File: src/hw/spo_pkg.sv
/*
   Constants of the stepped pulse output block: register offsets, field
   positions, operand codes, reset values and the rate arithmetic.
   Assumes a 50 MHz bus clock and a 32-bit AXI4-Lite register bus.
*/
// Behaviour
// - The output is a square wave whose high and low halves last equally long.
// - The frequency operand is BCD 0002 to 0100 in 10 Hz units, 20 Hz to 1 kHz.
// - Only one bit of the chosen word carries pulses; the other bits stay untouched.
// - The word select holds BCD 0000 to 0015, words 100 to 115, default word 100.
// - The bit operand holds the bit number 00 to 15 in its upper two BCD digits.
// - Mode 001 outputs pulses continuously until a stop arrives.
// - Mode 000 outputs exactly the preset count of pulses and then stops.
// - The count is eight BCD digits over two words, low word first, 1 to 16777215.
// - The preset count is captured at an independent start and later loads do not touch it.
// - A start with frequency 0, or the control code 003, stops the output.
// - An in-progress flag is shown; stops are meant to be issued only while it is set.
// - In preset mode a stop or a zero-frequency start ends output before the count.
// - A new frequency takes effect as an immediate step with no ramp.
package spo_pkg;

   // Register byte offsets
   localparam logic [7:0] SPO_OFS_WORD_SEL   = 8'h00;
   localparam logic [7:0] SPO_OFS_COUNT_LO   = 8'h04;
   localparam logic [7:0] SPO_OFS_COUNT_HI   = 8'h08;
   localparam logic [7:0] SPO_OFS_COUNT_LOAD = 8'h0C;
   localparam logic [7:0] SPO_OFS_START      = 8'h10;
   localparam logic [7:0] SPO_OFS_CONTROL    = 8'h14;
   localparam logic [7:0] SPO_OFS_STATUS     = 8'h18;
   localparam logic [7:0] SPO_OFS_REMAIN     = 8'h1C;

   // Reset values
   localparam logic [15:0] SPO_WORD_SEL_RST = 16'h0000;
   localparam logic [15:0] SPO_COUNT_RST    = 16'h0000;

   // Start command field positions
   localparam int SPO_START_FREQ_LSB = 0;
   localparam int SPO_START_BIT_LSB  = 16;
   localparam int SPO_START_MODE_LSB = 28;

   // Operand codes and ranges
   localparam logic [3:0]  SPO_MODE_INDEP    = 4'h0;
   localparam logic [3:0]  SPO_MODE_CONT     = 4'h1;
   localparam logic [11:0] SPO_CTRL_STOP     = 12'h003;
   localparam logic [15:0] SPO_FREQ_MIN      = 16'h0002;
   localparam logic [15:0] SPO_FREQ_MAX      = 16'h0064;
   localparam logic [7:0]  SPO_INDEX_MAX     = 8'h0F;
   localparam logic [31:0] SPO_COUNT_MAX     = 32'h00FF_FFFF;

   // Status bit positions
   localparam int SPO_ST_ACTIVE    = 0;
   localparam int SPO_ST_REFUSED   = 1;
   localparam int SPO_ST_LEVEL     = 2;
   localparam int SPO_ST_PRESET_OK = 3;
   localparam int SPO_ST_WORD_LSB  = 8;
   localparam int SPO_ST_BIT_LSB   = 12;

   // AXI responses
   localparam logic [1:0] SPO_RESP_OKAY   = 2'b00;
   localparam logic [1:0] SPO_RESP_SLVERR = 2'b10;

   // Rate: half period in cycles = clock / (2 * 10 Hz * F)
   localparam int unsigned SPO_CLK_HZ       = 50_000_000;
   localparam int unsigned SPO_FREQ_UNIT_HZ = 10;
   localparam int unsigned SPO_HALF_NUM_INT = SPO_CLK_HZ / (2 * SPO_FREQ_UNIT_HZ);
   localparam logic [21:0] SPO_HALF_NUM     = 22'(SPO_HALF_NUM_INT);
   localparam logic [4:0]  SPO_DIV_STEPS    = 5'd22;

   typedef enum logic [1:0] {
      SPO_IDLE   = 2'b00,
      SPO_CALC   = 2'b01,
      SPO_RUN    = 2'b11,
      SPO_RECALC = 2'b10
   } spo_state_t;

endpackage : spo_pkg

File: src/hw/spo_top.sv
/*
   Stepped pulse output generator with an AXI4-Lite register slave.
   Drives one bit of one of sixteen output words with a 50% square wave.
   Assumes one write and one read outstanding at most, single clock aclk.
*/
`timescale 1ns/1ps
module spo_top
   import spo_pkg::*;
#(
   parameter logic [21:0] RATE_NUM = SPO_HALF_NUM
) (
   input  wire logic        aclk,
   input  wire logic        aresetn,
   input  wire logic [7:0]  s_axi_awaddr,
   input  wire logic        s_axi_awvalid,
   output      logic        s_axi_awready,
   input  wire logic [31:0] s_axi_wdata,
   input  wire logic [3:0]  s_axi_wstrb,
   input  wire logic        s_axi_wvalid,
   output      logic        s_axi_wready,
   output      logic [1:0]  s_axi_bresp,
   output      logic        s_axi_bvalid,
   input  wire logic        s_axi_bready,
   input  wire logic [7:0]  s_axi_araddr,
   input  wire logic        s_axi_arvalid,
   output      logic        s_axi_arready,
   output      logic [31:0] s_axi_rdata,
   output      logic [1:0]  s_axi_rresp,
   output      logic        s_axi_rvalid,
   input  wire logic        s_axi_rready,
   output      logic [3:0]  pulse_word_index,
   output      logic [15:0] pulse_bit_mask,
   output      logic [15:0] pulse_bit_value,
   output      logic        pulse_active_flag_first,
   output      logic        pulse_active_flag_second
);
   // Bus slave state
   logic        aw_got_q, w_got_q, awready_q, wready_q, bvalid_q;
   logic        aw_got_d, w_got_d, bvalid_d;
   logic [7:0]  aw_addr_q;
   logic [31:0] w_data_q;
   logic [3:0]  w_strb_q;
   logic [1:0]  bresp_q;
   logic        arready_q, rvalid_q, rvalid_d;
   logic [31:0] rdata_q, rd_data;
   logic [1:0]  rresp_q;
   logic        rd_ok, do_wr, wr_map, wr_full, ar_take;

   // Registers and command pulses
   logic [15:0] word_sel_q, count_lo_q, count_hi_q;
   logic [31:0] start_op_q;
   logic        start_pulse_q, stop_pulse_q, refused_q;
   logic [23:0] preset_q;
   logic        preset_ok_q;

   // Generator state
   spo_state_t  state_q;
   logic        level_q;
   logic [21:0] cnt_q, half_q;
   logic [23:0] remain_q;
   logic        indep_q;
   logic [3:0]  bit_q, word_q;

   // Converted operands
   logic [31:0] count_bin;
   logic [15:0] freq_bin;
   logic [7:0]  bit_bin, word_bin;
   logic        count_dig_ok, freq_dig_ok, bit_dig_ok, word_dig_ok;
   logic        count_ok, freq_ok, bit_ok, word_ok, mode_ok, freq_zero;
   logic        need_preset, cmd_ok, start_run, stop_all;
   logic        div_start, div_done, toggle, fall, last;
   logic [21:0] div_quot;
   logic [3:0]  mode_dig;

   function automatic logic [15:0] merge16(input logic [15:0] old,
                                           input logic [31:0] data,
                                           input logic [3:0]  strb);
      merge16 = {strb[1] ? data[15:8] : old[15:8], strb[0] ? data[7:0] : old[7:0]};
   endfunction : merge16

   // Write channel bookkeeping; address and data taken in either order
   assign do_wr    = aw_got_q & w_got_q & ~bvalid_q;
   assign aw_got_d = (aw_got_q & ~do_wr) | (s_axi_awvalid & awready_q);
   assign w_got_d  = (w_got_q & ~do_wr) | (s_axi_wvalid & wready_q);
   assign bvalid_d = (bvalid_q & ~s_axi_bready) | do_wr;
   assign wr_map   = (aw_addr_q[7:5] == 3'b000) && (aw_addr_q[1:0] == 2'b00);
   assign wr_full  = (w_strb_q == 4'hF);

   always_ff @(posedge aclk) begin
      if (!aresetn) begin
         aw_got_q  <= 1'b0;
         w_got_q   <= 1'b0;
         awready_q <= 1'b0;
         wready_q  <= 1'b0;
         bvalid_q  <= 1'b0;
         bresp_q   <= SPO_RESP_OKAY;
         aw_addr_q <= '0;
         w_data_q  <= '0;
         w_strb_q  <= '0;
      end else begin
         aw_got_q  <= aw_got_d;
         w_got_q   <= w_got_d;
         awready_q <= ~aw_got_d & ~bvalid_d;
         wready_q  <= ~w_got_d & ~bvalid_d;
         bvalid_q  <= bvalid_d;
         if (do_wr) bresp_q <= wr_map ? SPO_RESP_OKAY : SPO_RESP_SLVERR;
         if (s_axi_awvalid & awready_q) aw_addr_q <= s_axi_awaddr;
         if (s_axi_wvalid & wready_q) begin
            w_data_q <= s_axi_wdata;
            w_strb_q <= s_axi_wstrb;
         end
      end
   end

   // Software registers; commands need all four byte lanes
   always_ff @(posedge aclk) begin
      if (!aresetn) begin
         word_sel_q    <= SPO_WORD_SEL_RST;
         count_lo_q    <= SPO_COUNT_RST;
         count_hi_q    <= SPO_COUNT_RST;
         start_op_q    <= '0;
         start_pulse_q <= 1'b0;
         stop_pulse_q  <= 1'b0;
      end else begin
         start_pulse_q <= do_wr && aw_addr_q == SPO_OFS_START && wr_full;
         stop_pulse_q  <= do_wr && aw_addr_q == SPO_OFS_CONTROL && wr_full &&
                          w_data_q[11:0] == SPO_CTRL_STOP;
         if (do_wr && aw_addr_q == SPO_OFS_WORD_SEL)
            word_sel_q <= merge16(word_sel_q, w_data_q, w_strb_q);
         if (do_wr && aw_addr_q == SPO_OFS_COUNT_LO)
            count_lo_q <= merge16(count_lo_q, w_data_q, w_strb_q);
         if (do_wr && aw_addr_q == SPO_OFS_COUNT_HI)
            count_hi_q <= merge16(count_hi_q, w_data_q, w_strb_q);
         if (do_wr && aw_addr_q == SPO_OFS_START && wr_full)
            start_op_q <= w_data_q;
      end
   end

   // Operand conversion and range checks
   spo_bcd2bin #(.DIGITS(8)) u_count_conv (
      .bcd ({count_hi_q, count_lo_q}),
      .bin (count_bin),
      .ok  (count_dig_ok)
   );
   spo_bcd2bin #(.DIGITS(4)) u_freq_conv (
      .bcd (start_op_q[SPO_START_FREQ_LSB +: 16]),
      .bin (freq_bin),
      .ok  (freq_dig_ok)
   );
   spo_bcd2bin #(.DIGITS(2)) u_bit_conv (
      .bcd (start_op_q[SPO_START_BIT_LSB+4 +: 8]),
      .bin (bit_bin),
      .ok  (bit_dig_ok)
   );
   spo_bcd2bin #(.DIGITS(2)) u_word_conv (
      .bcd (word_sel_q[7:0]),
      .bin (word_bin),
      .ok  (word_dig_ok)
   );

   assign mode_dig  = start_op_q[SPO_START_MODE_LSB +: 4];
   assign count_ok  = count_dig_ok && count_bin != '0 && count_bin <= SPO_COUNT_MAX;
   assign freq_zero = (freq_bin == '0);
   assign freq_ok   = freq_dig_ok &&
                      (freq_zero || (freq_bin >= SPO_FREQ_MIN && freq_bin <= SPO_FREQ_MAX));
   assign bit_ok    = bit_dig_ok && bit_bin <= SPO_INDEX_MAX &&
                      start_op_q[SPO_START_BIT_LSB +: 4] == 4'h0;
   assign word_ok   = word_dig_ok && word_bin <= SPO_INDEX_MAX &&
                      word_sel_q[15:8] == 8'h00;
   assign mode_ok   = (mode_dig == SPO_MODE_INDEP) || (mode_dig == SPO_MODE_CONT);
   // An independent start from idle needs a loaded count to run against
   assign need_preset = (state_q == SPO_IDLE) && mode_dig == SPO_MODE_INDEP &&
                        ~freq_zero && ~preset_ok_q;
   assign cmd_ok    = freq_ok & bit_ok & mode_ok & word_ok & ~need_preset;
   assign start_run = start_pulse_q & cmd_ok & ~freq_zero & ~stop_pulse_q;
   assign stop_all  = stop_pulse_q | (start_pulse_q & cmd_ok & freq_zero);
   assign div_start = start_run;

   // Count load and refusal flag; bad operands are simply not acted upon
   always_ff @(posedge aclk) begin
      if (!aresetn) begin
         preset_q    <= '0;
         preset_ok_q <= 1'b0;
         refused_q   <= 1'b0;
      end else begin
         if (do_wr && aw_addr_q == SPO_OFS_COUNT_LOAD && wr_full) begin
            if (count_ok) begin
               preset_q    <= count_bin[23:0];
               preset_ok_q <= 1'b1;
            end
            refused_q <= ~count_ok;
         end else if (start_pulse_q) begin
            refused_q <= ~cmd_ok;
         end
      end
   end

   // Half period in cycles from the frequency operand
   spo_divider u_rate_div (
      .aclk     (aclk),
      .aresetn  (aresetn),
      .start    (div_start),
      .dividend (RATE_NUM),
      .divisor  (freq_bin[6:0]),
      .done     (div_done),
      .quotient (div_quot)
   );

   assign toggle = (state_q == SPO_RUN || state_q == SPO_RECALC) &&
                   (cnt_q >= half_q - 22'd1);
   assign fall   = toggle & level_q;
   assign last   = fall & indep_q & (remain_q == 24'd1);

   // Sequencer: a change while running only recomputes the rate
   always_ff @(posedge aclk) begin
      if (!aresetn) begin
         state_q <= SPO_IDLE;
      end else if (stop_all | last) begin
         state_q <= SPO_IDLE;
      end else begin
         unique case (state_q)
            SPO_IDLE:   if (start_run) state_q <= SPO_CALC;
            SPO_CALC:   if (div_done & ~start_run) state_q <= SPO_RUN;
            SPO_RUN:    if (start_run) state_q <= SPO_RECALC;
            SPO_RECALC: if (div_done & ~start_run) state_q <= SPO_RUN;
         endcase
      end
   end

   // Half-period counter and output level
   always_ff @(posedge aclk) begin
      if (!aresetn) begin
         level_q <= 1'b0;
         cnt_q   <= '0;
         half_q  <= RATE_NUM;
      end else if (stop_all || last || state_q == SPO_IDLE) begin
         level_q <= 1'b0;
         cnt_q   <= '0;
      end else if (state_q == SPO_CALC) begin
         if (div_done & ~start_run) begin
            half_q  <= div_quot;
            cnt_q   <= '0;
            level_q <= 1'b1;
         end
      end else begin
         // New rate applies to the half period already under way, no ramp
         if (state_q == SPO_RECALC && div_done && !start_run)
            half_q <= div_quot;
         if (toggle) begin
            cnt_q   <= '0;
            level_q <= ~level_q;
         end else begin
            cnt_q <= cnt_q + 22'd1;
         end
      end
   end

   // Target bit, word and mode are frozen at the start from idle
   always_ff @(posedge aclk) begin
      if (!aresetn) begin
         bit_q    <= '0;
         word_q   <= '0;
         indep_q  <= 1'b0;
         remain_q <= '0;
      end else if (state_q == SPO_IDLE && start_run) begin
         bit_q    <= bit_bin[3:0];
         word_q   <= word_bin[3:0];
         indep_q  <= (mode_dig == SPO_MODE_INDEP);
         remain_q <= preset_q;
      end else if (fall & indep_q) begin
         remain_q <= remain_q - 24'd1;
      end
   end

   // Pin-side outputs; only the chosen bit is ever marked as driven
   always_ff @(posedge aclk) begin
      if (!aresetn) begin
         pulse_word_index         <= '0;
         pulse_bit_mask           <= '0;
         pulse_bit_value          <= '0;
         pulse_active_flag_first  <= 1'b0;
         pulse_active_flag_second <= 1'b0;
      end else begin
         pulse_word_index         <= word_q;
         pulse_bit_mask           <= (state_q != SPO_IDLE) ? (16'h0001 << bit_q) : 16'h0000;
         pulse_bit_value          <= level_q ? (16'h0001 << bit_q) : 16'h0000;
         pulse_active_flag_first  <= (state_q != SPO_IDLE);
         pulse_active_flag_second <= (state_q != SPO_IDLE);
      end
   end

   // Read decode
   always_comb begin
      rd_data = 32'h0000_0000;
      rd_ok   = 1'b1;
      unique case (s_axi_araddr)
         SPO_OFS_WORD_SEL:   rd_data = {16'h0000, word_sel_q};
         SPO_OFS_COUNT_LO:   rd_data = {16'h0000, count_lo_q};
         SPO_OFS_COUNT_HI:   rd_data = {16'h0000, count_hi_q};
         SPO_OFS_COUNT_LOAD: rd_data = 32'h0000_0000;
         SPO_OFS_START:      rd_data = start_op_q;
         SPO_OFS_CONTROL:    rd_data = 32'h0000_0000;
         SPO_OFS_STATUS: begin
            rd_data[SPO_ST_ACTIVE]             = (state_q != SPO_IDLE);
            rd_data[SPO_ST_REFUSED]            = refused_q;
            rd_data[SPO_ST_LEVEL]              = level_q;
            rd_data[SPO_ST_PRESET_OK]          = preset_ok_q;
            rd_data[SPO_ST_WORD_LSB +: 4]      = word_q;
            rd_data[SPO_ST_BIT_LSB +: 4]       = bit_q;
         end
         SPO_OFS_REMAIN:     rd_data = {8'h00, remain_q};
         default:            rd_ok   = 1'b0;
      endcase
   end

   // Read channel: one outstanding, data held until taken
   assign ar_take  = s_axi_arvalid & arready_q;
   assign rvalid_d = (rvalid_q & ~s_axi_rready) | ar_take;

   always_ff @(posedge aclk) begin
      if (!aresetn) begin
         arready_q <= 1'b0;
         rvalid_q  <= 1'b0;
         rdata_q   <= '0;
         rresp_q   <= SPO_RESP_OKAY;
      end else begin
         arready_q <= ~rvalid_d;
         rvalid_q  <= rvalid_d;
         if (ar_take) begin
            rdata_q <= rd_data;
            rresp_q <= rd_ok ? SPO_RESP_OKAY : SPO_RESP_SLVERR;
         end
      end
   end

   assign s_axi_awready = awready_q;
   assign s_axi_wready  = wready_q;
   assign s_axi_bvalid  = bvalid_q;
   assign s_axi_bresp   = bresp_q;
   assign s_axi_arready = arready_q;
   assign s_axi_rvalid  = rvalid_q;
   assign s_axi_rdata   = rdata_q;
   assign s_axi_rresp   = rresp_q;

endmodule : spo_top

File: src/hw/spo_bcd2bin.sv
/*
   Combinational BCD to binary converter with digit check.
   Assumes the caller registers the result where timing matters.
*/
`timescale 1ns/1ps
module spo_bcd2bin #(
   parameter int DIGITS = 4
) (
   input  wire logic [4*DIGITS-1:0] bcd,
   output      logic [4*DIGITS-1:0] bin,
   output      logic                ok
);
   localparam int W = 4 * DIGITS;

   logic [W-1:0] acc [DIGITS+1];
   logic [DIGITS-1:0] dig_ok;

   assign acc[0] = '0;

   // Horner sum from the top digit down
   genvar i;
   generate
      for (i = 0; i < DIGITS; i++) begin : g_digit
         logic [3:0] d;
         assign d = bcd[4*(DIGITS-1-i) +: 4];
         assign dig_ok[i] = (d <= 4'h9);
         assign acc[i+1] = W'(acc[i] * 10) + W'(d);
      end
   endgenerate

   assign bin = acc[DIGITS];
   assign ok  = &dig_ok;

endmodule : spo_bcd2bin

File: src/hw/spo_divider.sv
/*
   Sequential restoring divider: quotient = dividend / divisor.
   One quotient bit per clock, 22 clocks; a new start restarts it.
   Assumes divisor is nonzero and below 128.
*/
`timescale 1ns/1ps
module spo_divider
   import spo_pkg::*;
(
   input  wire logic        aclk,
   input  wire logic        aresetn,
   input  wire logic        start,
   input  wire logic [21:0] dividend,
   input  wire logic [6:0]  divisor,
   output      logic        done,
   output      logic [21:0] quotient
);
   logic [21:0] sh_q;
   logic [6:0]  rem_q;
   logic [6:0]  div_q;
   logic [4:0]  steps_q;
   logic        busy_q;
   logic        done_q;
   logic [7:0]  trial;
   logic        fits;

   assign trial = {rem_q, sh_q[21]};
   assign fits  = (trial >= {1'b0, div_q});

   // Shift out one dividend bit, shift in one quotient bit
   always_ff @(posedge aclk) begin
      if (!aresetn) begin
         sh_q    <= '0;
         rem_q   <= '0;
         div_q   <= 7'h01;
         steps_q <= '0;
         busy_q  <= 1'b0;
         done_q  <= 1'b0;
      end else if (start) begin
         sh_q    <= dividend;
         rem_q   <= '0;
         div_q   <= divisor;
         steps_q <= SPO_DIV_STEPS;
         busy_q  <= 1'b1;
         done_q  <= 1'b0;
      end else if (busy_q) begin
         rem_q   <= fits ? 7'(trial - {1'b0, div_q}) : trial[6:0];
         sh_q    <= {sh_q[20:0], fits};
         steps_q <= steps_q - 5'd1;
         busy_q  <= (steps_q != 5'd1);
         done_q  <= (steps_q == 5'd1);
      end else begin
         done_q  <= 1'b0;
      end
   end

   assign done     = done_q;
   assign quotient = sh_q;

endmodule : spo_divider

File: config.mk
export PLATFORM = sky130hd
export DESIGN_NAME = spo_top
export DESIGN_NICKNAME = d
export VERILOG_FILES = /design/src/hw/spo_pkg.sv /design/src/hw/spo_top.sv /design/src/hw/spo_bcd2bin.sv /design/src/hw/spo_divider.sv
export SDC_FILE = /design/constraint.sdc
export NUM_CORES = 1
export LEC_CHECK = 0
export ABC_AREA = 1
export BUFFER_PORTS_ARGS = -buffer_cell sky130_fd_sc_hd__clkbuf_2
export CAP_MARGIN = 20
export CELL_PAD_IN_SITES_DETAIL_PLACEMENT = 0
export CELL_PAD_IN_SITES_GLOBAL_PLACEMENT = 1
export CORE_AREA = 3 3 262 264
export CTS_BUF_LIST = sky130_fd_sc_hd__clkbuf_4 sky130_fd_sc_hd__clkbuf_8 sky130_fd_sc_hd__clkbuf_16
export CTS_CLUSTER_DIAMETER = 120
export DETAILED_ROUTE_END_ITERATION = 6
export DIE_AREA = 0 0 265 267
export PLACE_DENSITY = 0.87
export SYNTH_ARGS = -nofsm -noshare
export SYNTH_HDL_FRONTEND = slang
export SYNTH_SLANG_ARGS = --single-unit
export TNS_END_PERCENT = 20
File: constraint.sdc
create_clock -name aclk -period 18.8 [get_ports aclk]
set_clock_uncertainty 0.05 [all_clocks]
set_input_delay 3.76 -clock aclk [delete_from_list [all_inputs] [get_ports aclk]]
set_output_delay 3.76 -clock aclk [all_outputs]
set_load 0.02 [all_outputs]
Yosys cells after proc, flatten, opt, wreduce, memory -nomap -nowiden
Cells that the tools add are included.
{ "op_classes": {"addsub": 17, "multipliers": 12, "n_div": 0, "order_cmp": 23, "eq_ne": 25, "shift": 1, "mux": 31, "bitwise": 48, "n_reduce_logical": 70} }
{ "ops": {"columns": ["cell", "n"], "rows": [
  ["adder 32 x 4 -> 32 bit", 7],
  ["multiplier 32 x 3 -> 31 bit, second input constant", 6],
  ["2-to-1 mux 22 bit", 8],
  ["less-or-equal comparator 4 bit, second input constant", 16],
  ["adder 16 x 4 -> 16 bit", 3],
  ["equality test 8 x 5 -> 1 bit, second input constant", 6],
  ["2-to-1 mux 24 bit", 2],
  ["one-hot mux 8 bit (6 select lines)", 1],
  ["equality test 8 x 4 -> 1 bit, second input constant", 4],
  ["less-or-equal comparator 32 x 24 -> 1 bit, second input constant", 1],
  ["multiplier 16 x 3 -> 15 bit, second input constant", 2],
  ["one-hot mux 16 bit (2 select lines)", 1],
  ["nonzero test 32 bit", 1],
  ["multiplier 4 x 3 -> 7 bit, second input constant", 4],
  ["logical AND 1 bit", 26],
  ["equality test 24 x 1 -> 1 bit, second input constant", 1],
  ["logical NOT 8 bit", 3],
  ["one-hot mux 4 bit (6 select lines)", 1],
  ["AND reduction 2 bit", 12],
  ["subtractor 24 x 1 -> 24 bit, second input constant", 1],
  ["AND 1 bit", 23],
  ["adder 22 x 1 -> 22 bit, second input constant", 1],
  [">= comparator 22 bit", 1],
  ["subtractor 22 x 1 -> 22 bit, second input constant", 1],
  ["other kinds (39)", 95]
]} }
{ "word_totals": {"regBits": 355, "latch_bits": 0, "mem_bits_rw": 0, "romBits": 0, "input_bits": 59, "out_inout_bits": 79, "word_cells": 272, "n_memories": 0} }

Longest topological paths before layout
{ "logic_depth": {"depth_word": 21, "mapped_depth": 98, "mapped_depth_nobuf": 96} }

Hierarchy
A second synthesis with hierarchy kept.
{ "unflattened": {"hier_cells": 4774, "area_unflattened_um2": 31565.3} }
{ "modules_own_cells": {"columns": ["module", "n_inst", "cells_each", "area_per_inst_um2", "seq_area_each_um2"], "rows": [
  ["spo_top", 1, 2004, 14503.9, 6206.0],
  ["spo_bcd2bin at u_count_conv", 1, 1962, 11641.2, 0.0],
  ["spo_bcd2bin at u_freq_conv", 1, 358, 2396.0, 0.0],
  ["spo_divider", 1, 344, 2376.0, 860.8],
  ["spo_bcd2bin at u_bit_conv ...", 2, 53, 324.1, 0.0]
]} }

Least setup slack after synthesis
No wires, ideal clock.
{ "synth_timing": {"path_kind": "register to register", "start": "register count_hi_q[14]", "end": "register preset_q[22]", "setup_time_ns": 0.064, "arrival_time_ns": 12.963, "t_required_ns": 18.686, "path_slack_ns": 5.723, "stages_incl_launch_ff": 83, "path_buffers": 2, "synth_period_minus_slack_ns": 13.077, "cell_sequence": "dfxtp_1 -> ha_1 -> ha_1 -> a21oi_1 -> inv_1 -> a31oi_1 -> or2_2 -> nor2_1 -> xor2_1 -> ha_1 -> ha_1 -> inv_1 -> or2_2 -> o21ai_0 -> xor2_1 -> xor2_1 -> inv_1 -> ha_1 -> [47 not listed] -> ha_1 -> nand2_1 -> nor2_1 -> nand2_1 -> nor2_1 -> nor2_1 -> a21o_1 -> nand2_1 -> xnor3_1 -> nand3_1 -> nand2_1 -> nand2_1 -> nand3_2 -> buf_6 -> buf_8 -> nand2_1 -> inv_1 -> nor2_1"} }
{ "synth_between": {"elab_chain_len": 18, "word_cells_on_any_way": 21, "classes_between": "add/sub: 7; mul: 7; order compare: 2; reduce/logical: 5"} }
{ "synth_rtl": {"columns": ["element", "line", "source"], "rows": [
  ["from (decl)", "spo_top.sv:50", "logic [15:0] word_sel_q, count_lo_q, count_hi_q;"],
  ["from (signal assigned)", "spo_top.sv:133", "count_hi_q <= merge16(count_hi_q, w_data_q, w_strb_q);"],
  ["branches (longest 18 deep; another with adder 32 x 4 -> 32 bit)", null, null],
  ["to (signal assigned)", "spo_top.sv:188", "preset_q <= count_bin[23:0];"],
  ["to (decl)", "spo_top.sv:53", "logic [23:0] preset_q;"]
]} }
Parallel ways; which one is timed is not known.
A chain may end at the register's enable or synchronous reset.

Worst setup path after layout
{ "layout_timing": {"start": "register count_hi_q[14]", "end": "register preset_q[2]"} }
{ "layout_between": {"elab_chain_len": 18, "word_cells_on_any_way": 21, "classes_between": "add/sub: 7; mul: 7; order compare: 2; reduce/logical: 5"} }
{ "layout_rtl": {"columns": ["element", "line", "source"], "rows": [
  ["branches (longest 16 deep; another with adder 32 x 4 -> 32 bit)", null, null],
  ["logical AND 1 bit (*)", "spo_top.sv:162", "assign count_ok = count_dig_ok && count_bin != '0 && count_bin <= SPO_COUNT_MAX;"],
  ["AND reduction 2 bit (no line) (*)", null, null]
]} }
Mark *: on every way between the ends.

==> flow_summary.toml <==
[place]
dp_cells = 5572
io_buffers = 135
place.gp.congestion = 0.9270
hpwl_um = 70210

[critical_path]
crit_arrival_ps = 16620
worstPathMaxFanout = 29
cpMostUsedCell = "nand2_1"
max_stage_delay_ps = 730
crit_path_start_kind = "register"
endpoint_kind = "register"
cp_top_family = "simple AND/OR/NAND/NOR gates"
worstSetupPathType = "register to register"
slowest_stage = "nand3_2"
critPathRequiredTime_ps = 19180
crit_buf_inv = 7

[power]
max-vdd-ir-drop_mv = 0.06806
power_density_nw_per_um2 = 57.04
leakagePower_nw = 16.74

[global_routing]
first_global_vias = 27372
grt_max_degree = 110
grt.overflow.total = 0
grt_util_all_layers_pct = 24.11
antenna_found_initial = 0
grt_pass1_wl_um = 141600

[status]
outcome = "complete, no violations"

[clock_network]
cts-htree-levels = 2
cts_tree = "done"
hold_buffers = 0
cts_root_buffer = "clkbuf_16"
cts_resized = 0
cts_buffers = 36
cts_sinks = 353
cts_setup_buffers = 0
ctsLongestPathBuffers = 3
clkTransAtPathRegs_ps = 70
clkLatencyLatePin_ps = 550

[timing]
drv_slew = 0
layout_min_cycle_time_ps = 16240
setup_tns_ps = 0
rsz0062_at_grt = "no"
report.final.hold_viol_count = 0
setup_viol = 0
post-route-period-util_pct = 86.38
relSlewSlack_pct = 31.76
timing.fmax_ghz = 0.06158
worstMarginPinSlew_ps = 1024

[routing]
drc = 0
dr.pass1.iters = 5
finalWirelength_um = 88240
vias = 29918
vias_per_cell = 5.306
drtIter0Drc = 2216
post_drt_wl_per_cell_um = 15.65
ant_nets = 0

[layout]
fin_cells = 5639
n_antenna_cell = 0
drive_gt1_share_pct = 6.546
nNetsFinal = 5176
syn_to_final_growth_pct = 8.693

[floorplanning]
start_util_pct = 45.70
die_w_um = 265
dieArea_um2 = 70760
num_rows = 95
die_y_um = 267
core_area_um2 = 66800
io_pins = 138

[yosys]
syn-mean-instance-area_um2 = 6.553
yosysSeqAreaShare_pct = 23.15
async_flop_share_pct = 0
ys_types = 60
yosys_warnings = 0
netlist_instances = 4659
ys_ff_latch = 353
syn_area_um2 = 30530
synth_ff_type = "dfxtp_1"
synth_edf_count = 0

[flow_run]
maxCapViolCount = 0

[worst_hold_path]
hp-class = "register to register"
[worst paths after layout]
| path | from | end | slack, ps | cells past startpoint |
|---|---|---|---|---|
| worst min-delay path | w_data_q[27] | w_data_q[27] | 410 | 2 |
| worst min register to register | w_data_q[27] | w_data_q[27] | 410 | 2 |
| worst max-delay path | count_hi_q[14] | preset_q[2] | 2560 | 80 |
| worst max register to register | count_hi_q[14] | preset_q[2] | 2560 | 80 |
[cell usage in the layout (no fill, tap or decap), types with 15 or more instances in the layout]
cell type,instances
nor2_2,15
nand3b_1,22
xnor2_1,64
a211oi_1,48
inv_1,702
dfxtp_1,353
clkbuf_2,134
nor3_1,82
xor2_1,148
ha_1,354
nor4_1,19
buf_4,16
nand4_1,143
nor2_1,506
o21ai_0,271
clkbuf_16,37
nand3_1,280
fa_1,25
a221oi_1,16
nand2_1,987
nand2_2,23
a21oi_1,326
[cell type report]
type                            count  area [um^2]
Clock buffer                       53         1090
Clock inverter                     13        155.1
Fill cell                        6990        33620
Inverter                          719         2699
Multi-Input combinational cell   3477        20280
Sequential cell                   353         7067
Tap cell                          873         1092
Timing Repair Buffer              151        795.8
[logic make-up (layout without fill, tap and decap cells)]
logic type	Yosys count	in the layout	share of synthesized area, %
flip-flops	353	353	23.15
AND/OR/NAND/NOR	2136	2136	30.55
other	1	7	0.01228
adder cells (fa/ha/maj)	379	379	16.15
buffers and inverters	835	936	10.50
XOR/XNOR	215	215	6.283
AO/OA/AOI/OAI	740	740	13.36
[flip-flops by register name (all words and copies together), names as in the netlist, 8 cells and up]
name                 cells
aw_addr_q                8
cnt_q                   22
count_hi_q              16
count_lo_q              16
half_q                  22
preset_q                24
pulse_bit_mask          16
pulse_bit_value         16
remain_q                24
s_axi_rdata             32
start_op_q              32
u_rate_div.quotient     22
w_data_q                32
word_sel_q              16
[metal layers]
metal  vias to the layer above  GRT usage (%)  routed length [um]
li1                      15444              -                   -
met1                     13612          34.06               42020
met2                       762          40.08               39640
met3                       100          2.581                4948
met4                         0          4.545                1632
met5                         -              0                   0
[worst reg2reg max path: cells and delay by family (launching register included)]
family | cells | cell delay, ps
xor gates and xnor gates | 9 | 2330
buffers and inverters | 7 | 440
adders and majority gates | 14 | 4510
and+or+nand+nor | 42 | 6950
DFF | 1 | 490
AOI/OAI and AO/OA | 8 | 1320
[power by group]
part	leakage, nW	switching [W]	total [W]	internal (W)
sequential	2.86	0.0000214	0.000788	0.000766
clock	0.628	0.000325	0.000761	0.000437
combinational	13.3	0.000246	0.000344	0.0000980
total	16.7	0.000592	0.00189	0.00130
[cells in the mapped netlist, types with 7 or more instances]
cell type  number  area, um^2
nand2_2        23       143.9
ha_1          354        4429
o21ai_0       271        1356
or2_2          14       87.58
a211oi_1       48       360.4
nand4_1       143       894.6
xnor2_1        64       560.5
nor4_1         20       125.1
inv_2           9       33.78
a31oi_1        14       87.58
buf_2          19       95.09
nand3b_1       22       165.2
xor2_1        148        1296
clkbuf_1       82       307.8
nor2_1        506        1899
a221oi_1       16       140.1
o21bai_1        7       52.55
dfxtp_1       353        7067
fa_1           25       500.5
o22ai_1         8       50.05
nand2_1       987        3705
a21oi_1       326        1632
nand3_2        10       100.1
a21o_1          9       67.56
o211ai_1        8       60.06
nand3_1       280        1401
nor3_1         82       410.4
nor2_2         15       93.84
a41oi_1         8       70.07
inv_1         704        2643
[metrics by stage]
| stage | cell area [um^2] | total power (W) | hold WS, ps | setup WS (ps) | utilization [%] |
|---|---|---|---|---|---|
| 6_report | 33180 | 0.001893 | 410.1 | 2560 | 49.67 |
| 2_1_floorplan | 30550 | 0.001033 | 366.8 | 5723 | - |
| 4_1_cts | 33180 | 0.001894 | 411.1 | 2593 | 49.67 |
| 3_5_place_dp | 31930 | 0.001141 | 405.4 | 2732 | 47.80 |
| 3_3_place_gp | 31930 | 0.001140 | 399.8 | 2762 | 47.80 |
| 5_1_grt | 33180 | 0.001969 | 424.3 | 885.0 | 49.67 |
Note: power is estimated with default switching activity, not from simulation.
